--- config.mk ---
export PLATFORM = sky130hd
export DESIGN_NAME = fpc_top
export DESIGN_NICKNAME = d
export VERILOG_FILES = /design/src/fpc_pkg.sv /design/src/fpc_top.sv
export SDC_FILE = /design/constraint.sdc
export NUM_CORES = 1
export LEC_CHECK = 0
export BUFFER_PORTS_ARGS = -buffer_cell sky130_fd_sc_hd__buf_2
export CAP_MARGIN = 20
export CORE_MARGIN = 2
export CORE_UTILIZATION = 34
export DETAILED_ROUTE_END_ITERATION = 8
export SYNTH_ARGS = -nofsm -noshare
export SYNTH_HDL_FRONTEND = slang
export SYNTH_SLANG_ARGS = --single-unit
--- constraint.sdc ---
create_clock -name sys_clk -period 7.7 [get_ports sys_clk]
set_clock_uncertainty 0.05 [all_clocks]
set_input_delay 0.77 -clock sys_clk [delete_from_list [all_inputs] [get_ports sys_clk]]
set_output_delay 0.77 -clock sys_clk [all_outputs]
set_load 0.05 [all_outputs]
--- src/fpc_pkg.sv ---
// Purpose: constants and types for the four-channel fan power controller
// Assumes: 250 MHz sys_clk, APB register access
// Notes:   register byte offsets are word aligned
package fpc_pkg;
  localparam int          NUM_FANS      = 4;
  localparam int          CLK_HZ        = 250_000_000;
  localparam int          PWM_HZ        = 18;
  localparam int          PWM_STEPS     = 100;
  localparam int          PWM_STEP_CYC  = CLK_HZ / (PWM_HZ * PWM_STEPS);
  localparam int          WIN_MS        = 125;
  localparam int          WIN_CYC       = (CLK_HZ / 1000) * WIN_MS;
  localparam int          SEQ_MS        = 500;
  localparam int          SEQ_CYC       = (CLK_HZ / 1000) * SEQ_MS;
  localparam int          GLITCH_US     = 1;
  localparam int          GLITCH_UNIT   = (CLK_HZ / 1_000_000) * GLITCH_US;
  localparam int          FS_UNIT_MS    = 125;
  localparam int          FS_UNIT_CYC   = (CLK_HZ / 1000) * FS_UNIT_MS;
  localparam logic [6:0]  DUTY_FULL     = 7'h64;
  localparam logic [7:0]  NO_READING    = 8'hFF;
  // register byte offsets
  localparam logic [7:0]  DUTY_OFS      = 8'h00;
  localparam logic [7:0]  CTRL_OFS      = 8'h10;
  localparam logic [7:0]  GLITCH_OFS    = 8'h14;
  localparam logic [7:0]  FSTIME_OFS    = 8'h18;
  localparam logic [7:0]  STAT_OFS      = 8'h1C;
  localparam logic [7:0]  CLR_OFS       = 8'h20;
  localparam logic [7:0]  IEN_OFS       = 8'h24;
  localparam logic [7:0]  SPEED_OFS     = 8'h30;
  // control field positions
  localparam int          CTRL_REP_LSB  = 0;
  localparam int          CTRL_FS_LSB   = 4;
  // status field positions
  localparam int          ST_REP_LSB    = 0;
  localparam int          ST_FS_LSB     = 4;
  // reset values
  localparam logic [7:0]  GLITCH_RST    = 8'h01;
  localparam logic [7:0]  FSTIME_RST    = 8'h08;
  localparam logic [31:0] BOOT_DUTY_RST = 32'h64646464;

  typedef struct packed {
    logic        sel;
    logic        enable;
    logic        write;
    logic [7:0]  addr;
    logic [31:0] wdata;
  } fpc_apb_req_type;

  typedef struct packed {
    logic [7:0]  cycles;
    logic [15:0] ticks;
  } fpc_speed_type;
endpackage

--- src/fpc_top.sv ---
// Purpose: four-channel fan pwm, tach measure, fail-safe and soft start
// Assumes: fan_tach pins asynchronous; APB on sys_clk
// Notes:   fan_pwm_oe_n low sinks the fan ground return
//
// Implementation choices: the APB register port and the register offsets.
`timescale 1ns/1ps
module fpc_top #(
  parameter int          NUM_FANS  = fpc_pkg::NUM_FANS,
  parameter int          WIN_CYC   = fpc_pkg::WIN_CYC,
  parameter int          SEQ_CYC   = fpc_pkg::SEQ_CYC,
  parameter int          FS_UNIT   = fpc_pkg::FS_UNIT_CYC,
  parameter int          STEP_CYC  = fpc_pkg::PWM_STEP_CYC,
  parameter logic [31:0] BOOT_DUTY = fpc_pkg::BOOT_DUTY_RST
) (
  input  wire logic                sys_clk,
  input  wire logic                reset_n,
  input  wire logic                clk_en,
  input  wire logic                psel,
  input  wire logic                penable,
  input  wire logic                pwrite,
  input  wire logic [7:0]          paddr,
  input  wire logic [31:0]         pwdata,
  output logic      [31:0]         prdata,
  output logic                     pready,
  output logic                     pslverr,
  output logic                     irq,
  input  wire logic [NUM_FANS-1:0] fan_tach,
  output logic      [NUM_FANS-1:0] fan_pwm_o,
  output logic      [NUM_FANS-1:0] fan_pwm_oe_n
);
  import fpc_pkg::*;

  if (NUM_FANS != 4 || WIN_CYC < 2 || SEQ_CYC < WIN_CYC || STEP_CYC < 1
      || BOOT_DUTY[7:0] > {1'b0, DUTY_FULL}
      || BOOT_DUTY[15:8] > {1'b0, DUTY_FULL}
      || BOOT_DUTY[23:16] > {1'b0, DUTY_FULL}
      || BOOT_DUTY[31:24] > {1'b0, DUTY_FULL}) begin : g_param_chk
    $error("fpc_top: unsupported parameter values");
  end

  ////////////////////////////////////////////////////////////////////////
  // register state
  fpc_apb_req_type        req;
  logic [6:0]             duty_r    [NUM_FANS], duty_nxt    [NUM_FANS];
  logic [NUM_FANS-1:0]    rep_en_r, rep_en_nxt, fs_en_r, fs_en_nxt;
  logic [7:0]             glitch_r, glitch_nxt, fstime_r, fstime_nxt;
  logic [7:0]             stat_r, stat_nxt, ien_r, ien_nxt;
  logic [31:0]            prdata_nxt;
  logic                   pready_nxt, pslverr_nxt;
  logic                   duty_wr;
  fpc_speed_type          speed_r   [NUM_FANS], speed_nxt   [NUM_FANS];

  assign req = '{sel: psel, enable: penable, write: pwrite,
                 addr: paddr, wdata: pwdata};

  function automatic logic [6:0] clip_duty(input logic [7:0] v);
    clip_duty = (v > {1'b0, DUTY_FULL}) ? DUTY_FULL : v[6:0];
  endfunction

  function automatic logic addr_hit(input logic [7:0] a, input logic [7:0] o);
    addr_hit = (a == o);
  endfunction

  ////////////////////////////////////////////////////////////////////////
  // tach sync and glitch filter
  logic [NUM_FANS-1:0] tach_s1_r, tach_s2_r, tach_f_r, tach_f_nxt;
  logic [15:0]         gl_cnt_r [NUM_FANS], gl_cnt_nxt [NUM_FANS];
  logic [NUM_FANS-1:0] tach_edge;

  always_ff @(posedge sys_clk or negedge reset_n) begin
    if (!reset_n) begin
      tach_s1_r <= '1;
      tach_s2_r <= '1;
    end else if (clk_en) begin
      tach_s1_r <= fan_tach;
      tach_s2_r <= tach_s1_r;
    end
  end

  always_comb begin
    tach_f_nxt = tach_f_r;
    tach_edge  = '0;
    for (int i = 0; i < NUM_FANS; i++) begin
      gl_cnt_nxt[i] = 16'h0000;
      if (tach_s2_r[i] != tach_f_r[i]) begin
        gl_cnt_nxt[i] = gl_cnt_r[i] + 16'h0001;
        if (gl_cnt_r[i] >= 16'(glitch_r) * 16'(GLITCH_UNIT)) begin
          tach_f_nxt[i] = tach_s2_r[i];
          tach_edge[i]  = 1'b1;
          gl_cnt_nxt[i] = 16'h0000;
        end
      end
    end
  end

  always_ff @(posedge sys_clk or negedge reset_n) begin
    if (!reset_n) begin
      tach_f_r <= '1;
      for (int i = 0; i < NUM_FANS; i++) gl_cnt_r[i] <= 16'h0000;
    end else if (clk_en) begin
      tach_f_r <= tach_f_nxt;
      for (int i = 0; i < NUM_FANS; i++) gl_cnt_r[i] <= gl_cnt_nxt[i];
    end
  end

  ////////////////////////////////////////////////////////////////////////
  // pwm timebase, soft start, fail-safe timer
  logic [31:0]         step_r, step_nxt, win_r, win_nxt;
  logic [6:0]          phase_r, phase_nxt;
  logic [31:0]         ss_cnt_r, ss_cnt_nxt, fs_cnt_r, fs_cnt_nxt;
  logic [7:0]          fs_units_r, fs_units_nxt;
  logic [2:0]          ss_idx_r, ss_idx_nxt;
  logic [NUM_FANS-1:0] started_r, started_nxt;
  logic                fs_trip_r, fs_trip_nxt;
  logic [1:0]          meas_r, meas_nxt;
  logic                stretch_r, stretch_nxt, glok_r, glok_nxt;
  logic [1:0]          edges_r, edges_nxt;
  logic [NUM_FANS-1:0] pwm_nxt;
  logic                win_end;

  always_comb begin
    step_nxt    = step_r + 32'h1;
    phase_nxt   = phase_r;
    if (step_r >= 32'(STEP_CYC - 1)) begin
      step_nxt  = 32'h0;
      phase_nxt = (phase_r == DUTY_FULL - 7'h01) ? 7'h00 : phase_r + 7'h01;
    end
    // soft start: one fan per interval, skipping fans that are off
    ss_cnt_nxt  = ss_cnt_r;
    ss_idx_nxt  = ss_idx_r;
    started_nxt = started_r;
    if (ss_idx_r < 3'(NUM_FANS)) begin
      if (duty_r[ss_idx_r[1:0]] == 7'h00) begin
        ss_idx_nxt = ss_idx_r + 3'h1;
      end else if (ss_cnt_r == 32'h0) begin
        started_nxt[ss_idx_r[1:0]] = 1'b1;
        ss_cnt_nxt = 32'(SEQ_CYC - 1);
        ss_idx_nxt = ss_idx_r + 3'h1;
      end
    end
    if (ss_cnt_r != 32'h0) ss_cnt_nxt = ss_cnt_r - 32'h1;
    // fail-safe timeout in eighth-second units
    fs_cnt_nxt   = fs_cnt_r + 32'h1;
    fs_units_nxt = fs_units_r;
    fs_trip_nxt  = fs_trip_r;
    if (fs_cnt_r >= 32'(FS_UNIT - 1)) begin
      fs_cnt_nxt = 32'h0;
      if (fs_units_r != 8'hFF) fs_units_nxt = fs_units_r + 8'h01;
    end
    if (fs_units_r >= fstime_r && fstime_r != 8'h00) fs_trip_nxt = 1'b1;
    if (duty_wr) begin
      fs_cnt_nxt   = 32'h0;
      fs_units_nxt = 8'h00;
      fs_trip_nxt  = 1'b0;
    end
  end

  ////////////////////////////////////////////////////////////////////////
  // measurement rotation and pwm outputs
  always_comb begin
    win_nxt     = win_r + 32'h1;
    meas_nxt    = meas_r;
    stretch_nxt = stretch_r;
    glok_nxt    = glok_r;
    edges_nxt   = edges_r;
    win_end     = (win_r >= 32'(WIN_CYC - 1));
    for (int i = 0; i < NUM_FANS; i++) speed_nxt[i] = speed_r[i];
    if (tach_edge[meas_r] && edges_r != 2'h3) edges_nxt = edges_r + 2'h1;
    if (win_r >= 32'(16'(glitch_r) * 16'(GLITCH_UNIT))) glok_nxt = 1'b1;
    if (stretch_r && glok_r && edges_r >= 2'h2) stretch_nxt = 1'b0;
    if (win_r != 32'h0 && tach_edge[meas_r]
        && speed_r[meas_r].cycles != 8'hFE)
      speed_nxt[meas_r].cycles = speed_r[meas_r].cycles + 8'h01;
    if (win_r == 32'h0) begin
      speed_nxt[meas_r].cycles = 8'h00;
      stretch_nxt = rep_en_r[meas_r];
      glok_nxt    = 1'b0;
      edges_nxt   = 2'h0;
    end
    if (win_end) begin
      win_nxt     = 32'h0;
      stretch_nxt = 1'b0;
      speed_nxt[meas_r].ticks = 16'(WIN_CYC >> 12);
      meas_nxt    = meas_r + 2'h1;
    end
    for (int i = 0; i < NUM_FANS; i++) begin
      pwm_nxt[i] = started_r[i] && (phase_r < duty_r[i]);
      if (fs_trip_r && fs_en_r[i]) pwm_nxt[i] = started_r[i];
      if (stretch_r && meas_r == 2'(i)) pwm_nxt[i] = started_r[i];
    end
  end

  always_ff @(posedge sys_clk or negedge reset_n) begin
    if (!reset_n) begin
      step_r       <= 32'h0;
      phase_r      <= 7'h00;
      ss_cnt_r     <= 32'h0;
      ss_idx_r     <= 3'h0;
      started_r    <= '0;
      fs_cnt_r     <= 32'h0;
      fs_units_r   <= 8'h00;
      fs_trip_r    <= 1'b0;
      win_r        <= 32'h0;
      meas_r       <= 2'h0;
      stretch_r    <= 1'b0;
      glok_r       <= 1'b0;
      edges_r      <= 2'h0;
      fan_pwm_oe_n <= '1;
      fan_pwm_o    <= '0;
      for (int i = 0; i < NUM_FANS; i++) speed_r[i] <= '{NO_READING, 16'h0};
    end else if (clk_en) begin
      step_r       <= step_nxt;
      phase_r      <= phase_nxt;
      ss_cnt_r     <= ss_cnt_nxt;
      ss_idx_r     <= ss_idx_nxt;
      started_r    <= started_nxt;
      fs_cnt_r     <= fs_cnt_nxt;
      fs_units_r   <= fs_units_nxt;
      fs_trip_r    <= fs_trip_nxt;
      win_r        <= win_nxt;
      meas_r       <= meas_nxt;
      stretch_r    <= stretch_nxt;
      glok_r       <= glok_nxt;
      edges_r      <= edges_nxt;
      fan_pwm_oe_n <= ~pwm_nxt;
      fan_pwm_o    <= '0;
      for (int i = 0; i < NUM_FANS; i++) speed_r[i] <= speed_nxt[i];
    end
  end

  ////////////////////////////////////////////////////////////////////////
  // apb registers and interrupt
  always_comb begin
    for (int i = 0; i < NUM_FANS; i++) duty_nxt[i] = duty_r[i];
    rep_en_nxt  = rep_en_r;
    fs_en_nxt   = fs_en_r;
    glitch_nxt  = glitch_r;
    fstime_nxt  = fstime_r;
    ien_nxt     = ien_r;
    stat_nxt    = stat_r;
    prdata_nxt  = 32'h0;
    pslverr_nxt = 1'b0;
    pready_nxt  = req.sel && !req.enable;
    duty_wr     = 1'b0;
    if (req.sel && !req.enable) begin
      if (req.write) begin
        if (addr_hit(req.addr, DUTY_OFS)) begin
          for (int i = 0; i < NUM_FANS; i++)
            duty_nxt[i] = clip_duty(req.wdata[8*i +: 8]);
          duty_wr = 1'b1;
        end else if (addr_hit(req.addr, CTRL_OFS)) begin
          rep_en_nxt = req.wdata[CTRL_REP_LSB +: NUM_FANS];
          fs_en_nxt  = req.wdata[CTRL_FS_LSB +: NUM_FANS];
        end else if (addr_hit(req.addr, GLITCH_OFS)) glitch_nxt = req.wdata[7:0];
        else if (addr_hit(req.addr, FSTIME_OFS)) fstime_nxt = req.wdata[7:0];
        else if (addr_hit(req.addr, CLR_OFS)) stat_nxt = stat_r & ~req.wdata[7:0];
        else if (addr_hit(req.addr, IEN_OFS)) ien_nxt = req.wdata[7:0];
        else if (!addr_hit(req.addr, STAT_OFS)) pslverr_nxt = 1'b1;
      end else begin
        if (addr_hit(req.addr, DUTY_OFS))
          prdata_nxt = {1'b0, duty_r[3], 1'b0, duty_r[2],
                        1'b0, duty_r[1], 1'b0, duty_r[0]};
        else if (addr_hit(req.addr, CTRL_OFS))
          prdata_nxt = {24'h0, fs_en_r, rep_en_r};
        else if (addr_hit(req.addr, GLITCH_OFS)) prdata_nxt = {24'h0, glitch_r};
        else if (addr_hit(req.addr, FSTIME_OFS)) prdata_nxt = {24'h0, fstime_r};
        else if (addr_hit(req.addr, STAT_OFS)) prdata_nxt = {24'h0, stat_r};
        else if (addr_hit(req.addr, IEN_OFS)) prdata_nxt = {24'h0, ien_r};
        else if (req.addr[7:4] == SPEED_OFS[7:4] && req.addr[1:0] == 2'h0)
          prdata_nxt = {8'h0, speed_r[req.addr[3:2]]};
        else if (!addr_hit(req.addr, CLR_OFS)) pslverr_nxt = 1'b1;
      end
    end
    // events set after clear so a coincident event is kept
    if (win_end && rep_en_r[meas_r]) stat_nxt[ST_REP_LSB + 32'(meas_r)] = 1'b1;
    if (!fs_trip_r && fs_trip_nxt && fs_en_r != '0) stat_nxt[ST_FS_LSB] = 1'b1;
  end

  always_ff @(posedge sys_clk or negedge reset_n) begin
    if (!reset_n) begin
      for (int i = 0; i < NUM_FANS; i++)
        duty_r[i] <= BOOT_DUTY[8*i +: 7];
      rep_en_r <= '0;
      fs_en_r  <= '0;
      glitch_r <= GLITCH_RST;
      fstime_r <= FSTIME_RST;
      stat_r   <= 8'h00;
      ien_r    <= 8'h00;
      prdata   <= 32'h0;
      pready   <= 1'b0;
      pslverr  <= 1'b0;
      irq      <= 1'b0;
    end else if (clk_en) begin
      for (int i = 0; i < NUM_FANS; i++) duty_r[i] <= duty_nxt[i];
      rep_en_r <= rep_en_nxt;
      fs_en_r  <= fs_en_nxt;
      glitch_r <= glitch_nxt;
      fstime_r <= fstime_nxt;
      stat_r   <= stat_nxt;
      ien_r    <= ien_nxt;
      prdata   <= prdata_nxt;
      pready   <= pready_nxt;
      pslverr  <= pslverr_nxt;
      irq      <= |(stat_nxt & ien_nxt);
    end
  end
endmodule

==> results.yml <==
power_and_ir_drop:
  power.internal_mw: 3.70
  power.static_leakage_nw: 11.8
  power.share.switching_pct: 28.9
  pwr-share-seq_pct: 45.2
  power.clock.fraction_pct: 40.4
  powerDensity_nw_per_um2: 207
  comb_power_share_pct: 14.4
  power.net_switching_mw: 1.50
  irDropWorstVdd_mv: 0.159
routing:
  final_antenna_net_count: 0
  detail_route.vias_per_cell: 5.41
  detail_route.iter0.violations: 1290
  routed_wl_um: 58900
  drc: 0
  first_pass_iters: 5
  route.detailed.wl_per_inst_um: 18.0
  via_count: 17700
grt:
  antenna_found_initial: 2
  overflow: 0
  grt_max_degree: 174
  global_route_wire_length_before_repair_um: 95700
  grt_util_all_layers_pct: 17.6
  grt_pass1_vias: 17500
timing:
  timing.fmax_ghz: 0.140
  timing_max_transition_violations_final: 0
  worst_tran_pin_value_ns: 1.05
  max-slew-margin-rel_pct: 29.6
  timing.final.ws_setup_ns: 0.540
  finalSetupViolCount: 0
  rsz0062_at_grt: "false"
  report.final.hold_viol_count: 0
  final_period_minus_worst_setup_slack_ns: 7.16
  fin_setup_tns_ns: 0
  layout_worst_path_cycle_share_pct: 93.0
clock_network:
  post_cts_resize_count: 0
  cts_tree: "built"
  cts_inserted_buffers: 45
  holdBufCountCts: 0
  clock_sink_count: 375
  clock_insertion_delay_worst_skew_ns: 0.59
  clock_path_buffers: 3
  post_cts_buffers: 0
  cts_root_buf: "clkbuf_16"
  clkSlewWorstSetupHoldPaths_ns: 0.07
  htree_num_levels: 2
cells_and_area:
  design.final.nets: 2609
  fraction_of_final_layout_cells_with_drive_strength_greater_than_1_pct: 13.9
  area_delta_synth_final_pct: 12.9
synth:
  synth.ff_latch_count: 375
  avgSynthCellArea_um2: 9.64
  yosys_most_used_dff: "dfrtp_1"
  synth_top_cell_by_area: "dfrtp_1"
  synth.area.top_cells: "dfrtp_1, ha_1, dfstp_2"
  synth_sequential_area_ratio_pct: 42.6
  synth.top_cell.area_share_pct: 35.3
  synth-warning-count: 0
  async_reset_ff_share_pct: 100
  synth_cell_types: 87
  synth_enable_flop_cells: 0
  mappedNetlistArea_um2: 22200
  gate_count_of_the_mapped_netlist: 2302
critical_path:
  worst_path_most_repeated_cell: "fa_1"
  cp_launch_type: "flip-flop"
  crit_type: "flip-flop to flip-flop"
  critPathSlowestCell: "fa_1"
  crit_fanout: 11
  cp.required_ns: 8.16
  worst_setup_path_end_kind: "flip-flop"
  critPathMaxStageDelay_ns: 0.57
  crit_arrival_ns: 7.62
floorplanning:
  die_y_um: 260
  start_util_pct: 34.4
  top_level_ports: 93
  die_width_um: 260
  die_area_um2: 67400
  area_of_the_core_um2: 64500
  placement_rows: 93
hold_path:
  min-delay-path-class: "input pin to async pin"
placed_design:
  place.detailed.hpwl_um: 41600
  pre_cts_slack_ns: 0.646
  gp_congestion: 0.878
  placement.io_buffers: 87
outcome:
  status: "finished, final reports clean"
flow_run:
  drv_cap: 0
-- state kept, by name (all words and copies together), names as in the netlist, 3 cells and up --
name and flops:
gl_cnt_r 64, step_r 32, started_r 4, speed_r 36, rep_en_r 4, win_r 32
tach_f_r 4, phase_r 7, stat_r 8, fs_cnt_r 32, ss_cnt_r 32, duty_r 28
fan_pwm_oe_n 4, fs_en_r 4, ien_r 8, prdata 31, glitch_r 8, ss_idx_r 3
tach_s1_r 4, tach_s2_r 4, fs_units_r 8, fstime_r 8
-- logic make-up after synthesis --
family | after synthesis | synth area share (%)
compound gates | 549 | 16.1
xor+xnor | 118 | 4.69
fa+ha+maj | 184 | 11.0
buf+inv | 225 | 3.93
flops | 375 | 42.6
mux | 68 | 4.32
other cells | 1 | 0.0169
simple gates | 782 | 17.3
-- area by class of cell --
cell class,count,area (µm²)
repair buffers,116,691
multi-input cells,1706,11900
inverters,135,507
well taps,855,1070
clock inverters,16,136
diodes,1,2.50
flip-flops and latches,375,9460
clock buffers,68,1310
fillers,6383,39400
-- per-stage QoR --
step	instance area (µm²)	std cells	hold slack, ns	utilization [%]	total power [mW]
floorplan	22200	2306	0.353	-	2.87
global placement	23600	3186	0.383	36.6	3.08
detailed placement	23600	3187	0.392	36.6	3.12
CTS	25100	3271	0.185	38.9	5.26
global route	25100	3272	0.227	38.9	5.46
finish	25100	3272	0.142	38.9	5.20
-- final timing paths --
check / start / cells after the start / endpoint / slack (ns)
setup / recovery: glitch_r[1] / 25 / speed_r[68] / 0.54
hold / removal: reset_n / 1 / gl_cnt_r[22] / 0.14
setup reg to reg: glitch_r[1] / 25 / speed_r[68] / 0.54
hold reg to reg: started_r[1] / 1 / fan_pwm_oe_n[1] / 0.40
max in group asynchronous: reset_n / 2 / prdata[5] / 6.03
min in group sys_clk: pwdata[10] / 3 / duty_r[16] / 0.33
-- Yosys cell counts (7+ instances only) --
cell type and instances:
a21o_1 38, o21ai_0 201, inv_1 135, o2bb2ai_1 26, o21ai_1 14, a31oi_1 20
nor3_1 41, or2_2 8, mux2i_1 10, a222oi_1 7, a211oi_1 10, fa_1 21
xnor2_1 50, ha_1 159, buf_1 9, nand4_1 53, mux2_2 39, nand2_1 205
clkbuf_1 69, and3_1 75, a22o_1 37, nor4_1 31, xor2_1 67, or3_1 14
nand3_1 73, nor2_1 184, o31ai_1 16, dfstp_2 62, nor2b_1 23, dfrtp_1 313
nand2b_1 43, a211o_1 8, a22oi_1 13, mux4_2 18, a21oi_1 87
-- per-layer routing --
layer  up-vias  wire (µm)  share of wire [%]  GRT usage [%]
li1       8426          -                  -              -
met1      8670      27600                 47           24.7
met2       491      26400                 45           27.5
met3       112       3110                5.3           2.72
met4         0       1820                3.1           5.97
met5         -          0                  0              0
-- cells in the final DEF, fill, tap and decap left out, types with 13 or more instances in the layout --
cell type | Yosys | routed
a21o_1 | 38 | 38
a21oi_1 | 87 | 87
a22o_1 | 37 | 37
a22oi_1 | 13 | 13
a31oi_1 | 20 | 20
and3_1 | 75 | 75
buf_2 | 6 | 85
buf_4 | 5 | 28
clkbuf_1 | 69 | 14
clkbuf_16 | 0 | 46
dfrtp_1 | 313 | 313
dfstp_2 | 62 | 62
fa_1 | 21 | 21
ha_1 | 159 | 159
inv_1 | 135 | 134
mux2_2 | 39 | 39
mux4_2 | 18 | 18
nand2_1 | 205 | 205
nand2b_1 | 43 | 43
nand3_1 | 73 | 73
nand4_1 | 53 | 53
nor2_1 | 184 | 182
nor2b_1 | 23 | 23
nor3_1 | 41 | 41
nor4_1 | 31 | 31
o21ai_0 | 201 | 201
o21ai_1 | 14 | 14
o2bb2ai_1 | 26 | 26
o31ai_1 | 16 | 16
or3_1 | 14 | 14
xnor2_1 | 50 | 50
xor2_1 | 67 | 67
-- critical path: cells and delay by family, from the launching register on --
| kind | cells | cell delay, ns |
|---|---|---|
| fa+ha+maj | 7 | 3.15 |
| xor+xnor | 1 | 0.25 |
| simple gates | 2 | 0.18 |
| buf+inv | 3 | 0.33 |
| compound gates | 12 | 2.63 |
| flops | 1 | 0.51 |
-- power by group through the flow --
stage	registers, mW	clock network, mW	logic, mW
floorplan	2.33	0	0.539
global placement	2.36	0	0.718
detailed placement	2.38	0	0.746
CTS	2.35	2.16	0.751
global route	2.38	2.24	0.850
finish	2.35	2.10	0.748
Note: power is estimated with default switching activity, not from simulation.
